$ cat src/hw/cicr_consts.vh
`ifndef CICR_CONSTS_VH
`define CICR_CONSTS_VH

// System register encoding {op0, op1, CRn, CRm, op2}
`define CICR_ENC_W 16
`define CICR_ENC_CTL1 16'hc664
`define CICR_ENC_BPR1 16'hc663
`define CICR_ENC_CTL3 16'hf664

// Exception levels
`define CICR_EL0 2'h0
`define CICR_EL1 2'h1
`define CICR_EL2 2'h2
`define CICR_EL3 2'h3

// Field positions shared by both control registers
`define CICR_A3V_BIT 15
`define CICR_SYS_ERROR_INT_SUPPORT_BIT 14
`define CICR_ID_MSB 13
`define CICR_ID_LSB 11
`define CICR_PRI_MSB 10
`define CICR_PRI_LSB 8
`define CICR_PRIORITY_MASK_HINT_ENABLE_BIT 6

// Level-1 control register fields
`define CICR_C1_EOI_BIT 1
`define CICR_C1_COMMON_BINARY_POINT_BIT 0

// Level-3 control register fields
`define CICR_C3_NDS_BIT 17
`define CICR_C3_RM_BIT 5
`define CICR_C3_EOI_NS_BIT 4
`define CICR_C3_EOI_S_BIT 3
`define CICR_C3_EOI_EL3_BIT 2
`define CICR_C3_COMMON_BINARY_POINT_NS_BIT 1
`define CICR_C3_COMMON_BINARY_POINT_S_BIT 0

// Read-only feature values
`define CICR_ID_16BIT 3'h0
`define CICR_ID_24BIT 3'h1
`define CICR_PRI_M1_TWO_SEC 3'h4
`define CICR_PRI_M1_ONE_SEC 3'h3

// Reset values
`define CICR_RST_PRIORITY_MASK_HINT_ENABLE 1'h0
`define CICR_RST_COMMON_BINARY_POINT 1'h0
`define CICR_RST_EOI 1'h0
`define CICR_RST_RM 1'h0

`endif

$ cat src/hw/cicr_ctl_regs.v
`timescale 1ns/100ps
`include "cicr_consts.vh"

// How it works
// - IRQ-routed Non-secure level-1 binary point goes virtual
// - Banked copies; Secure/Non-secure level gating, never level 0
// - Non-secure level 1 reaches physical only unrouted
// - Sysreg enable clear traps level-1 access
// - Hypervisor common trap sends Non-secure level 1
// - Both monitor routes set trap to level 3
// - 32-bit register, listed reserved bit ranges
// - Bit 15 affinity-3 valid, read-only
// - Bit 14 error-interrupt support, mirrors level 3
// - Bits 13:11 identifier width, read-only
// - Bits 10:8 priority bits minus one
// - Two security states give five priority bits
// - Single security state gives four priority bits
// - Priority count same everywhere, level-3 field
// - Bit 6 enables priority-mask distribution hint
// - Hint mirrors level 3, writable when security-disabled
// - Without level 3, hint writable, resets zero
// - Bit 1 end-of-interrupt mode, per copy mirrored
// - Bit 0 selects common binary point usage
// - Common binary point mirrors level 3, gated writes
// - Level-3 register only at level 3, trappable
module cicr_ctl_regs #(
  parameter HAS_EL3 = 1,
  parameter A3V_VAL = 0,
  parameter SYS_ERROR_INT_SUPPORT_VAL = 0,
  parameter NDS_VAL = 0
) (
  input wire core_clk,
  input wire rst_b,
  input wire sr_req,
  input wire sr_write,
  input wire [15:0] sr_enc,
  input wire [1:0] sr_el,
  input wire sr_ns,
  input wire [31:0] sr_wdata,
  input wire sysreg_enable_el1,
  input wire sysreg_enable_el3,
  input wire hyp_fiq_route,
  input wire hyp_irq_route,
  input wire hyp_common_trap,
  input wire monitor_fiq_route,
  input wire monitor_irq_route,
  input wire security_disable,
  output reg sr_done_ff,
  output reg [31:0] sr_rdata_ff,
  output reg sr_undef_ff,
  output reg sr_trap_el1_ff,
  output reg sr_trap_el2_ff,
  output reg sr_trap_el3_ff,
  output reg sr_virtual_ff,
  output reg sr_unclaimed_ff,
  output reg priority_mask_hint_enable_ff,
  output reg end_of_int_mode_s_ff,
  output reg end_of_int_mode_ns_ff,
  output reg end_of_int_mode_el3_ff,
  output reg common_binary_point_s_ff,
  output reg common_binary_point_ns_ff,
  output reg routing_modifier_ff
);

  wire g_undef;
  wire g_trap1;
  wire g_trap2;
  wire g_trap3;
  wire g_virt;
  wire g_unclaimed;
  wire hit_s;
  wire hit_ns;
  wire hit3;
  wire [2:0] priority_width;
  wire [2:0] identifier_width;
  wire affinity3_valid;
  wire sys_error_int_support;
  wire el1_gated_wr;
  wire wr_s;
  wire wr_ns;
  wire wr3;
  wire hit_el1;
  wire cur_eoi;
  wire cur_common_binary_point;
  reg [31:0] nxt_rdata;
  reg [31:0] ctl1_view;
  reg [31:0] ctl3_view;
  reg nxt_priority_mask_hint_enable;
  reg nxt_eoi_s;
  reg nxt_eoi_ns;
  reg nxt_eoi_el3;
  reg nxt_common_binary_point_s;
  reg nxt_common_binary_point_ns;
  reg nxt_rm;

  cicr_access_gate #(
    .HAS_EL3(HAS_EL3)
  ) u_gate (
    .el(sr_el),
    .ns(sr_ns),
    .enc(sr_enc),
    .sysreg_enable_el1(sysreg_enable_el1),
    .sysreg_enable_el3(sysreg_enable_el3),
    .hyp_fiq_route(hyp_fiq_route),
    .hyp_irq_route(hyp_irq_route),
    .hyp_common_trap(hyp_common_trap),
    .monitor_fiq_route(monitor_fiq_route),
    .monitor_irq_route(monitor_irq_route),
    .undef(g_undef),
    .trap_el1(g_trap1),
    .trap_el2(g_trap2),
    .trap_el3(g_trap3),
    .to_virtual(g_virt),
    .unclaimed(g_unclaimed),
    .hit_ctl1_s(hit_s),
    .hit_ctl1_ns(hit_ns),
    .hit_ctl3(hit3)
  );

  // Feature fields are straps of this build, same for every view
  assign priority_width = (HAS_EL3 != 0) ? `CICR_PRI_M1_TWO_SEC : `CICR_PRI_M1_ONE_SEC;
  assign identifier_width = `CICR_ID_16BIT;
  assign affinity3_valid = (A3V_VAL != 0);
  assign sys_error_int_support = (SYS_ERROR_INT_SUPPORT_VAL != 0);

  assign hit_el1 = hit_s | hit_ns;
  assign wr_s = sr_req && sr_write && hit_s;
  assign wr_ns = sr_req && sr_write && hit_ns;
  assign wr3 = sr_req && sr_write && hit3;
  // Level-1 view may only touch hint and common point when security is off
  assign el1_gated_wr = (HAS_EL3 == 0) || security_disable;

  assign cur_eoi = hit_s ? end_of_int_mode_s_ff : end_of_int_mode_ns_ff;
  assign cur_common_binary_point = hit_s ? common_binary_point_s_ff : common_binary_point_ns_ff;

  // Level-1 view: feature straps plus the bits of the accessing copy
  always @*
  begin
    ctl1_view = 32'h0000_0000;
    ctl1_view[`CICR_A3V_BIT] = affinity3_valid;
    ctl1_view[`CICR_SYS_ERROR_INT_SUPPORT_BIT] = sys_error_int_support;
    ctl1_view[`CICR_ID_MSB:`CICR_ID_LSB] = identifier_width;
    ctl1_view[`CICR_PRI_MSB:`CICR_PRI_LSB] = priority_width;
    ctl1_view[`CICR_PRIORITY_MASK_HINT_ENABLE_BIT] = priority_mask_hint_enable_ff;
    ctl1_view[`CICR_C1_EOI_BIT] = cur_eoi;
    ctl1_view[`CICR_C1_COMMON_BINARY_POINT_BIT] = cur_common_binary_point;
  end

  // Level-3 view: every banked bit side by side
  always @*
  begin
    ctl3_view = 32'h0000_0000;
    ctl3_view[`CICR_C3_NDS_BIT] = (NDS_VAL != 0);
    ctl3_view[`CICR_A3V_BIT] = affinity3_valid;
    ctl3_view[`CICR_SYS_ERROR_INT_SUPPORT_BIT] = sys_error_int_support;
    ctl3_view[`CICR_ID_MSB:`CICR_ID_LSB] = identifier_width;
    ctl3_view[`CICR_PRI_MSB:`CICR_PRI_LSB] = priority_width;
    ctl3_view[`CICR_PRIORITY_MASK_HINT_ENABLE_BIT] = priority_mask_hint_enable_ff;
    ctl3_view[`CICR_C3_RM_BIT] = routing_modifier_ff;
    ctl3_view[`CICR_C3_EOI_NS_BIT] = end_of_int_mode_ns_ff;
    ctl3_view[`CICR_C3_EOI_S_BIT] = end_of_int_mode_s_ff;
    ctl3_view[`CICR_C3_EOI_EL3_BIT] = end_of_int_mode_el3_ff;
    ctl3_view[`CICR_C3_COMMON_BINARY_POINT_NS_BIT] = common_binary_point_ns_ff;
    ctl3_view[`CICR_C3_COMMON_BINARY_POINT_S_BIT] = common_binary_point_s_ff;
  end

  // Misses and refusals read as zero
  always @*
  begin
    nxt_rdata = 32'h0000_0000;
    if (hit_el1)
      nxt_rdata = ctl1_view;
    else if (hit3)
      nxt_rdata = ctl3_view;
  end

  // One storage bit per field; both views alias it, except the level-3-only EOI and routing modifier bits
  always @*
  begin
    nxt_priority_mask_hint_enable = priority_mask_hint_enable_ff;
    nxt_eoi_s = end_of_int_mode_s_ff;
    nxt_eoi_ns = end_of_int_mode_ns_ff;
    nxt_eoi_el3 = end_of_int_mode_el3_ff;
    nxt_common_binary_point_s = common_binary_point_s_ff;
    nxt_common_binary_point_ns = common_binary_point_ns_ff;
    nxt_rm = routing_modifier_ff;
    if (wr3)
    begin
      nxt_priority_mask_hint_enable = sr_wdata[`CICR_PRIORITY_MASK_HINT_ENABLE_BIT];
      nxt_rm = sr_wdata[`CICR_C3_RM_BIT];
      nxt_eoi_ns = sr_wdata[`CICR_C3_EOI_NS_BIT];
      nxt_eoi_s = sr_wdata[`CICR_C3_EOI_S_BIT];
      nxt_eoi_el3 = sr_wdata[`CICR_C3_EOI_EL3_BIT];
      nxt_common_binary_point_ns = sr_wdata[`CICR_C3_COMMON_BINARY_POINT_NS_BIT];
      nxt_common_binary_point_s = sr_wdata[`CICR_C3_COMMON_BINARY_POINT_S_BIT];
    end
    else if (wr_s || wr_ns)
    begin
      if (el1_gated_wr)
      begin
        nxt_priority_mask_hint_enable = sr_wdata[`CICR_PRIORITY_MASK_HINT_ENABLE_BIT];
        if (wr_s)
          nxt_common_binary_point_s = sr_wdata[`CICR_C1_COMMON_BINARY_POINT_BIT];
        else
          nxt_common_binary_point_ns = sr_wdata[`CICR_C1_COMMON_BINARY_POINT_BIT];
      end
      if (wr_s)
        nxt_eoi_s = sr_wdata[`CICR_C1_EOI_BIT];
      else
        nxt_eoi_ns = sr_wdata[`CICR_C1_EOI_BIT];
    end
  end

  // Response pulses and read data, one cycle after each request
  always @(posedge core_clk or negedge rst_b)
  begin
    if (!rst_b)
    begin
      sr_done_ff <= 1'b0;
      sr_rdata_ff <= 32'h0000_0000;
      sr_undef_ff <= 1'b0;
      sr_trap_el1_ff <= 1'b0;
      sr_trap_el2_ff <= 1'b0;
      sr_trap_el3_ff <= 1'b0;
      sr_virtual_ff <= 1'b0;
      sr_unclaimed_ff <= 1'b0;
    end
    else
    begin
      sr_done_ff <= sr_req;
      // Reads that miss or trap return zero so no state leaks
      sr_rdata_ff <= (sr_req && !sr_write) ? nxt_rdata : 32'h0000_0000;
      sr_undef_ff <= sr_req && g_undef;
      sr_trap_el1_ff <= sr_req && g_trap1;
      sr_trap_el2_ff <= sr_req && g_trap2;
      sr_trap_el3_ff <= sr_req && g_trap3;
      sr_virtual_ff <= sr_req && g_virt;
      sr_unclaimed_ff <= sr_req && g_unclaimed;
    end
  end

  // Hint is one bit seen through every view
  always @(posedge core_clk or negedge rst_b)
  begin
    if (!rst_b)
      priority_mask_hint_enable_ff <= `CICR_RST_PRIORITY_MASK_HINT_ENABLE;
    else
      priority_mask_hint_enable_ff <= nxt_priority_mask_hint_enable;
  end

  // Reset value is free; zero keeps runs repeatable
  always @(posedge core_clk or negedge rst_b)
  begin
    if (!rst_b)
      end_of_int_mode_s_ff <= `CICR_RST_EOI;
    else
      end_of_int_mode_s_ff <= nxt_eoi_s;
  end

  // Non-secure copy, aliased by its level-3 field
  always @(posedge core_clk or negedge rst_b)
  begin
    if (!rst_b)
      end_of_int_mode_ns_ff <= `CICR_RST_EOI;
    else
      end_of_int_mode_ns_ff <= nxt_eoi_ns;
  end

  // Reachable only through the level-3 view
  always @(posedge core_clk or negedge rst_b)
  begin
    if (!rst_b)
      end_of_int_mode_el3_ff <= `CICR_RST_EOI;
    else
      end_of_int_mode_el3_ff <= nxt_eoi_el3;
  end

  // Level-1 writes gated by security disable
  always @(posedge core_clk or negedge rst_b)
  begin
    if (!rst_b)
      common_binary_point_s_ff <= `CICR_RST_COMMON_BINARY_POINT;
    else
      common_binary_point_s_ff <= nxt_common_binary_point_s;
  end

  // Same gating as the Secure copy
  always @(posedge core_clk or negedge rst_b)
  begin
    if (!rst_b)
      common_binary_point_ns_ff <= `CICR_RST_COMMON_BINARY_POINT;
    else
      common_binary_point_ns_ff <= nxt_common_binary_point_ns;
  end

  // Stored only; nothing in this block acts on it
  always @(posedge core_clk or negedge rst_b)
  begin
    if (!rst_b)
      routing_modifier_ff <= `CICR_RST_RM;
    else
      routing_modifier_ff <= nxt_rm;
  end

endmodule // cicr_ctl_regs

$ cat src/hw/cicr_access_gate.v
`timescale 1ns/100ps
`include "cicr_consts.vh"

module cicr_access_gate #(
  parameter HAS_EL3 = 1
) (
  input wire [1:0] el,
  input wire ns,
  input wire [15:0] enc,
  input wire sysreg_enable_el1,
  input wire sysreg_enable_el3,
  input wire hyp_fiq_route,
  input wire hyp_irq_route,
  input wire hyp_common_trap,
  input wire monitor_fiq_route,
  input wire monitor_irq_route,
  output reg undef,
  output reg trap_el1,
  output reg trap_el2,
  output reg trap_el3,
  output reg to_virtual,
  output reg unclaimed,
  output reg hit_ctl1_s,
  output reg hit_ctl1_ns,
  output reg hit_ctl3
);

  wire is_ctl1;
  wire is_bpr1;
  wire is_ctl3;
  wire at_el1_ns;
  wire hyp_routed;
  wire mon_both;

  assign is_ctl1 = (enc == `CICR_ENC_CTL1);
  assign is_bpr1 = (enc == `CICR_ENC_BPR1);
  assign is_ctl3 = (enc == `CICR_ENC_CTL3);
  assign at_el1_ns = (el == `CICR_EL1) && ns;
  assign hyp_routed = hyp_fiq_route | hyp_irq_route;
  assign mon_both = (HAS_EL3 != 0) && monitor_fiq_route && monitor_irq_route;

  always @*
  begin
    undef = 1'b0;
    trap_el1 = 1'b0;
    trap_el2 = 1'b0;
    trap_el3 = 1'b0;
    to_virtual = 1'b0;
    unclaimed = 1'b0;
    hit_ctl1_s = 1'b0;
    hit_ctl1_ns = 1'b0;
    hit_ctl3 = 1'b0;
    if (is_bpr1)
    begin
      if (at_el1_ns && hyp_irq_route)
        to_virtual = 1'b1;
      else
        unclaimed = 1'b1;
    end
    else if (is_ctl1)
    begin
      if (el == `CICR_EL0)
        undef = 1'b1;
      else if ((el == `CICR_EL1) && !sysreg_enable_el1)
        trap_el1 = 1'b1;
      else if (at_el1_ns && hyp_common_trap)
        trap_el2 = 1'b1;
      else if (at_el1_ns && hyp_routed)
        to_virtual = 1'b1;
      else if (mon_both && (el == `CICR_EL1 || el == `CICR_EL2))
        trap_el3 = 1'b1;
      else if ((el == `CICR_EL3) && (HAS_EL3 == 0))
        undef = 1'b1;
      else if (!ns && (el == `CICR_EL1 || el == `CICR_EL3))
        hit_ctl1_s = 1'b1;
      else
        hit_ctl1_ns = 1'b1;
    end
    else if (is_ctl3)
    begin
      if ((el != `CICR_EL3) || (HAS_EL3 == 0))
        undef = 1'b1;
      else if (!sysreg_enable_el3)
        trap_el3 = 1'b1;
      else
        hit_ctl3 = 1'b1;
    end
    else
      unclaimed = 1'b1;
  end

endmodule // cicr_access_gate

$ cat config.mk
export PLATFORM = sky130hd
export DESIGN_NAME = cicr_ctl_regs
export DESIGN_NICKNAME = d
export VERILOG_FILES = /design/src/hw/cicr_ctl_regs.v /design/src/hw/cicr_access_gate.v
export VERILOG_INCLUDE_DIRS = /design/src /design/src/hw
export SDC_FILE = /design/constraint.sdc
export NUM_CORES = 1
export LEC_CHECK = 0
export ABC_AREA = 1
export CORE_UTILIZATION = 40
export CTS_BUF_LIST = sky130_fd_sc_hd__clkbuf_2
export DETAILED_ROUTE_END_ITERATION = 6
export DONT_BUFFER_PORTS = 1
export SLEW_MARGIN = 20
export SYNTH_ARGS = -nofsm -noshare
export SYNTH_HDL_FRONTEND = slang
export SYNTH_SLANG_ARGS = --single-unit
$ cat constraint.sdc
create_clock -name core_clk -period 1.2 [get_ports core_clk]
set_input_delay 0.12 -clock core_clk [delete_from_list [all_inputs] [get_ports core_clk]]
set_output_delay 0.12 -clock core_clk [all_outputs]
set_load 0.02 [all_outputs]
[After elaboration in Yosys (flattened, before gate mapping)]
Cells that the tools add are included.
Storage, ports and cells
  flip-flop bits (word level): 46
  output and inout bits: 46
  logic and storage cells: 137
Cells by class
  eq/ne operators: 8
  multiplexer cells: 78
  bitwise gates (word level): 2
  reductions and logical operators: 34
Operators with widths (number)
  1-bit two-way mux: 75
  32-bit two-way mux: 2
  16-bit == test, second input constant: 3
  1-bit logical AND: 19
  11-bit two-way mux: 1
  2-bit AND reduction: 3
  3-bit AND reduction: 2
  2-bit nonzero test: 3
  2-bit == test, second input constant: 2
  1-bit zero test: 3
  1-bit logical OR: 3
  2-bit by 1-bit == test with 1-bit output, second input constant: 1
  2-bit zero test: 1
  2-bit by 1-bit != test with 1-bit output, second input constant: 1
  2-bit != test, second input constant: 1
  1-bit OR: 2

[Longest topological paths before layout]
  depth in word-level cells: 16
  mapped depth: 13
  mapped depth without buffers: 13

[By module]
From an unflattened synthesis, not the netlist that was laid out.
Unflattened totals
  cell total of the unflattened synthesis: 199
  area total of the unflattened synthesis: 1503.9 um^2
Modules (own cells, without submodules)
  cicr_ctl_regs: instances 1, cells an instance 123, area each 1117.3 um^2, seq. area each 550.5 um^2
  cicr_access_gate: instances 1, cells an instance 76, area each 386.6 um^2, seq. area each 0.0 um^2

[Worst setup path before layout]
Ideal clock, no wire load.
  path kind: input-to-reg
  start: in sr_el[1]
  end: reg end_of_int_mode_ns_ff
  setup time: 117 ps
  data arrival time: 1205 ps
  required time: 1083 ps
  slack: -122 ps
  cell stages on the path: 12
  path through: inv_1 -> ha_1 -> nand2_1 -> nor2_1 -> nor2_1 -> nand3_1 -> nor2_2 -> nor2_4 -> nor2_4 -> nand2_1 -> nand2_1 -> nand2_1
Between the ends
  cells in the longest elaborated chain, start to end: 15
  elaborated cells between the ends (all ways): 41
  those cells by class: eq/ne: 5; mux: 21; reduce/logical: 15
RTL lines
  start, declared: RTL line cicr_ctl_regs.v:37  | input wire [1:0] sr_el,
  2-bit by 1-bit == test with 1-bit output (no source line) or 2-bit == test (tied branches)
  1-bit logical OR (no source line)
  1-bit logical AND: RTL line cicr_access_gate.v:74  | else if (!ns && (el == `CICR_EL1 || el == `CICR_EL3))
  1-bit two-way mux: RTL line cicr_access_gate.v:74
  1-bit two-way mux: RTL line cicr_access_gate.v:70  | else if (mon_both && (el == `CICR_EL1 || el == `CICR_EL2))
  1-bit two-way mux: RTL line cicr_access_gate.v:68  | else if (at_el1_ns && hyp_routed)
  1-bit two-way mux: RTL line cicr_access_gate.v:66  | else if (at_el1_ns && hyp_common_trap)
  1-bit two-way mux: RTL line cicr_access_gate.v:64  | else if ((el == `CICR_EL1) && !sysreg_enable_el1)
  1-bit two-way mux: RTL line cicr_access_gate.v:62  | if (el == `CICR_EL0)
  1-bit two-way mux: RTL line cicr_access_gate.v:60  | else if (is_ctl1)
  1-bit two-way mux: RTL line cicr_access_gate.v:53  | if (is_bpr1)
  1-bit logical AND, on equally long branches: RTL line cicr_ctl_regs.v:127, cicr_ctl_regs.v:128
  1-bit logical OR: RTL line cicr_ctl_regs.v:197  | else if (wr_s || wr_ns)
  2-bit nonzero test (no source line)
  2-bit AND reduction (no source line)
  end signal, assigned: RTL line cicr_ctl_regs.v:264  | end_of_int_mode_ns_ff <= `CICR_RST_EOI;
  end signal, assigned: RTL line cicr_ctl_regs.v:266  | end_of_int_mode_ns_ff <= nxt_eoi_ns;
  end, declared: RTL line cicr_ctl_regs.v:58  | output reg end_of_int_mode_ns_ff,
Parallel ways exist; a longest one is shown, timed or not.
A chain may end at the register's enable or synchronous reset.

[Final worst setup path]
  start: reg end_of_int_mode_ns_ff
  end: out end_of_int_mode_ns_ff
No word-level cell between the ends.

==> out/metrics.yaml <==
cts.reportedPaths.clkPinSlew_ns: 0.22
cts_hold_buf: 11
status: "finished, final reports clean"
worst_setup_path_end_kind: "output pin"
syn-instance-count: 185
power_density_mw_per_mm2: 863
track_usage_pct: 16.5
cts_tree: "yes"
synth_edf_count: 0
drt-pass1-iter-count: 4
synth_flop_cell: "dfrtp_1"
maxCapViolCount: 0
p_comb_share_pct: 15.1
path_cells: "buf_4"
ir_drop_uv: 392
dpl_cell_area_mm2: 0.00159
nNetsFinal: 277
fp.coreArea_mm2: 0.00342
drc: 0
ys_warn_count: 0
p_sw_share_pct: 26.5
row_count: 21
io_buffers: 0
start_util_pct: 42.7
gp_congestion: 0.819
routed_wl_um: 3000
clock_path_buffers: 2
startpoint_type: "flip-flop"
slew_headroom_pct: 38.0
antenna_found_initial: 0
avgSynthCellArea_um2: 7.89
worstSetupPathType: "flip-flop to output pin"
p_int_mw: 1.10
grt_pass1_wl_um: 5130
slew_viol_final: 0
ant_nets: 0
final.period_utilization_pct: 88.2
fin_util_pct: 51.0
power.leakage_nw: 0.957
yosysUniqueCellTypes: 27
hp-class: "primary input to flip-flop"
timing.fmax_mhz: 945
finalCriticalPeriod_ns: 1.06
hpwl_um: 2360
synth.cell_area_mm2: 0.00146
worst_pin_slew_ns: 0.927
ys_ff_latch: 22
drive_gt1_share_pct: 21.9
h-tree-depth: 1
power.switching_mw: 0.398
syn2layout_area_growth_pct: 19.3
setup_viol: 0
cts_made_buffers: 3
whs_ns: 0.0142
grt_max_degree: 23
arrival_ns: 0.94
synth_seq_area_share_pct: 37.7
pwr-share-clk_pct: 34.9
grt_pass1_vias: 1128
power.total_mw: 1.50
place_inst: 241
finalHoldViolCount: 0
via_per_inst: 4.55
die_area_mm2: 0.00389
critical_path.top_delay_family: "flip-flops"
finalClockSkew_ns: 0.0167
p_seq_share_pct: 50.1
cts.repair.resized: 0
die_w_um: 62.4
crit_buf_inv: 1
cts-root-buf: "clkbuf_2"
diodes: 0
ys_async_sr_fraction_pct: 100
grt_overflow_total: 0
fin_area_mm2: 0.00174
pin_count: 109
wl_per_cell_um: 11.7
crit_required_ns: 1.08
die_h_um: 62.4
vias: 1165
insertion_delay_ns: 0.34
numClockSinks: 22
slowest_stage: "dfrtp_1"
drtIter0Drc: 46
cts_setup_buffers: 0
cpPeakStageDelay_ns: 0.43
rsz0062_at_grt: "false"
path_max_fanout: 3
finalNonFillerCells: 256
path summary, 6_finish.rpt:
check | startpoint | end | slack (ns) | cells past startpoint
setup / recovery | end_of_int_mode_ns_ff | end_of_int_mode_ns_ff | 0.14 | 1
hold / removal | sr_wdata[3] | end_of_int_mode_s_ff | 0.01 | 4
setup reg to reg | routing_modifier_ff | routing_modifier_ff | 0.29 | 1
hold reg to reg | end_of_int_mode_s_ff | sr_rdata_ff[3] | 0.61 | 2
max in group asynchronous | rst_b | common_binary_point_s_ff | 0.31 | 1
min in group asynchronous | rst_b | sr_rdata_ff[1] | 0.32 | 1
cells in the mapped netlist, types with 2 or more instances:
cell      n  area, µm²
nor2_1   21       78.8
ha_1      3       37.5
buf_4    24        180
mux2_4    2       30.0
nand3_1  12       60.1
nor2_4    5       56.3
nor3_1    7       35.0
nand2_1  47        176
dfrtp_1  22        551
nor2_2    2       12.5
nand2_4   3       33.8
nand4_1   2       12.5
nand2_2   2       12.5
inv_1    20       75.1
per-layer routing:
layer | GRT usage [%] | wire length [µm] | part of all wire (%)
met5 | 0 | 0 | 0
met2 | 29.3 | 1480 | 49
met4 | 4.36 | 19 | 0.63
met1 | 20.6 | 1330 | 44
met3 | 2.92 | 169 | 5.6
power by group through the flow:
stage	combinational, mW	clock, mW	sequential, mW
3_3_place_gp	0.177	0	0.765
4_1_cts	0.226	0.528	0.752
5_1_grt	0.250	0.560	0.753
6_report	0.226	0.523	0.752
3_5_place_dp	0.179	0	0.765
2_1_floorplan	0.220	0	0.765
cells by family after synthesis:
family | after synthesis | share of synthesized area (%)
AO/OA/AOI/OAI | 7 | 3.09
adder cells (fa/ha/maj) | 3 | 2.57
buffers and inverters | 45 | 17.8
flip-flops | 22 | 37.7
multiplexers | 2 | 2.06
other | 1 | 0.257
AND/OR/NAND/NOR | 105 | 36.5
through the flow:
step           worst slack [ns]  setup TNS (ns)
6_report                  0.141               0
4_1_cts                   0.139               0
5_1_grt                  0.0574               0
3_3_place_gp             -0.127          -0.804
3_5_place_dp             -0.145          -0.970
2_1_floorplan           -0.0315         -0.0957
cell type report:
cell class | instances | area [µm²]
Multi-Input combinational cell | 141 | 808
Inverter | 21 | 86.3
Timing Repair Buffer | 22 | 193
Sequential cell | 22 | 551
Clock buffer | 3 | 15.0
Tap cell | 46 | 57.6
Fill cell | 334 | 1680
Clock inverter | 1 | 30.0
sequential cells by signal (all words and copies together), names as in the netlist:
register and cells:
sr_rdata_ff 8, common_binary_point_ns_ff 1, common_binary_point_s_ff 1, end_of_int_mode_el3_ff 1
end_of_int_mode_ns_ff 1, end_of_int_mode_s_ff 1, priority_mask_hint_enable_ff 1, routing_modifier_ff 1
sr_done_ff 1, sr_trap_el1_ff 1, sr_trap_el2_ff 1, sr_trap_el3_ff 1
sr_unclaimed_ff 1, sr_undef_ff 1, sr_virtual_ff 1
cells in the final DEF, fill, tap and decap left out, types with 2 or more instances in the layout:
master	instances
conb_1	24
buf_4	11
inv_2	2
nand3_2	2
dlygate4sd3_1	11
nor3_1	7
clkbuf_2	3
inv_1	18
nand2_1	45
nand2_4	4
dfrtp_1	22
nand4_1	2
nand2_2	3
nor2_1	16
mux2_4	2
nor2_2	4
nor2_4	8
nand3_1	10
ha_4	2
No activity file was read; power rests on OpenSTA's default activity.
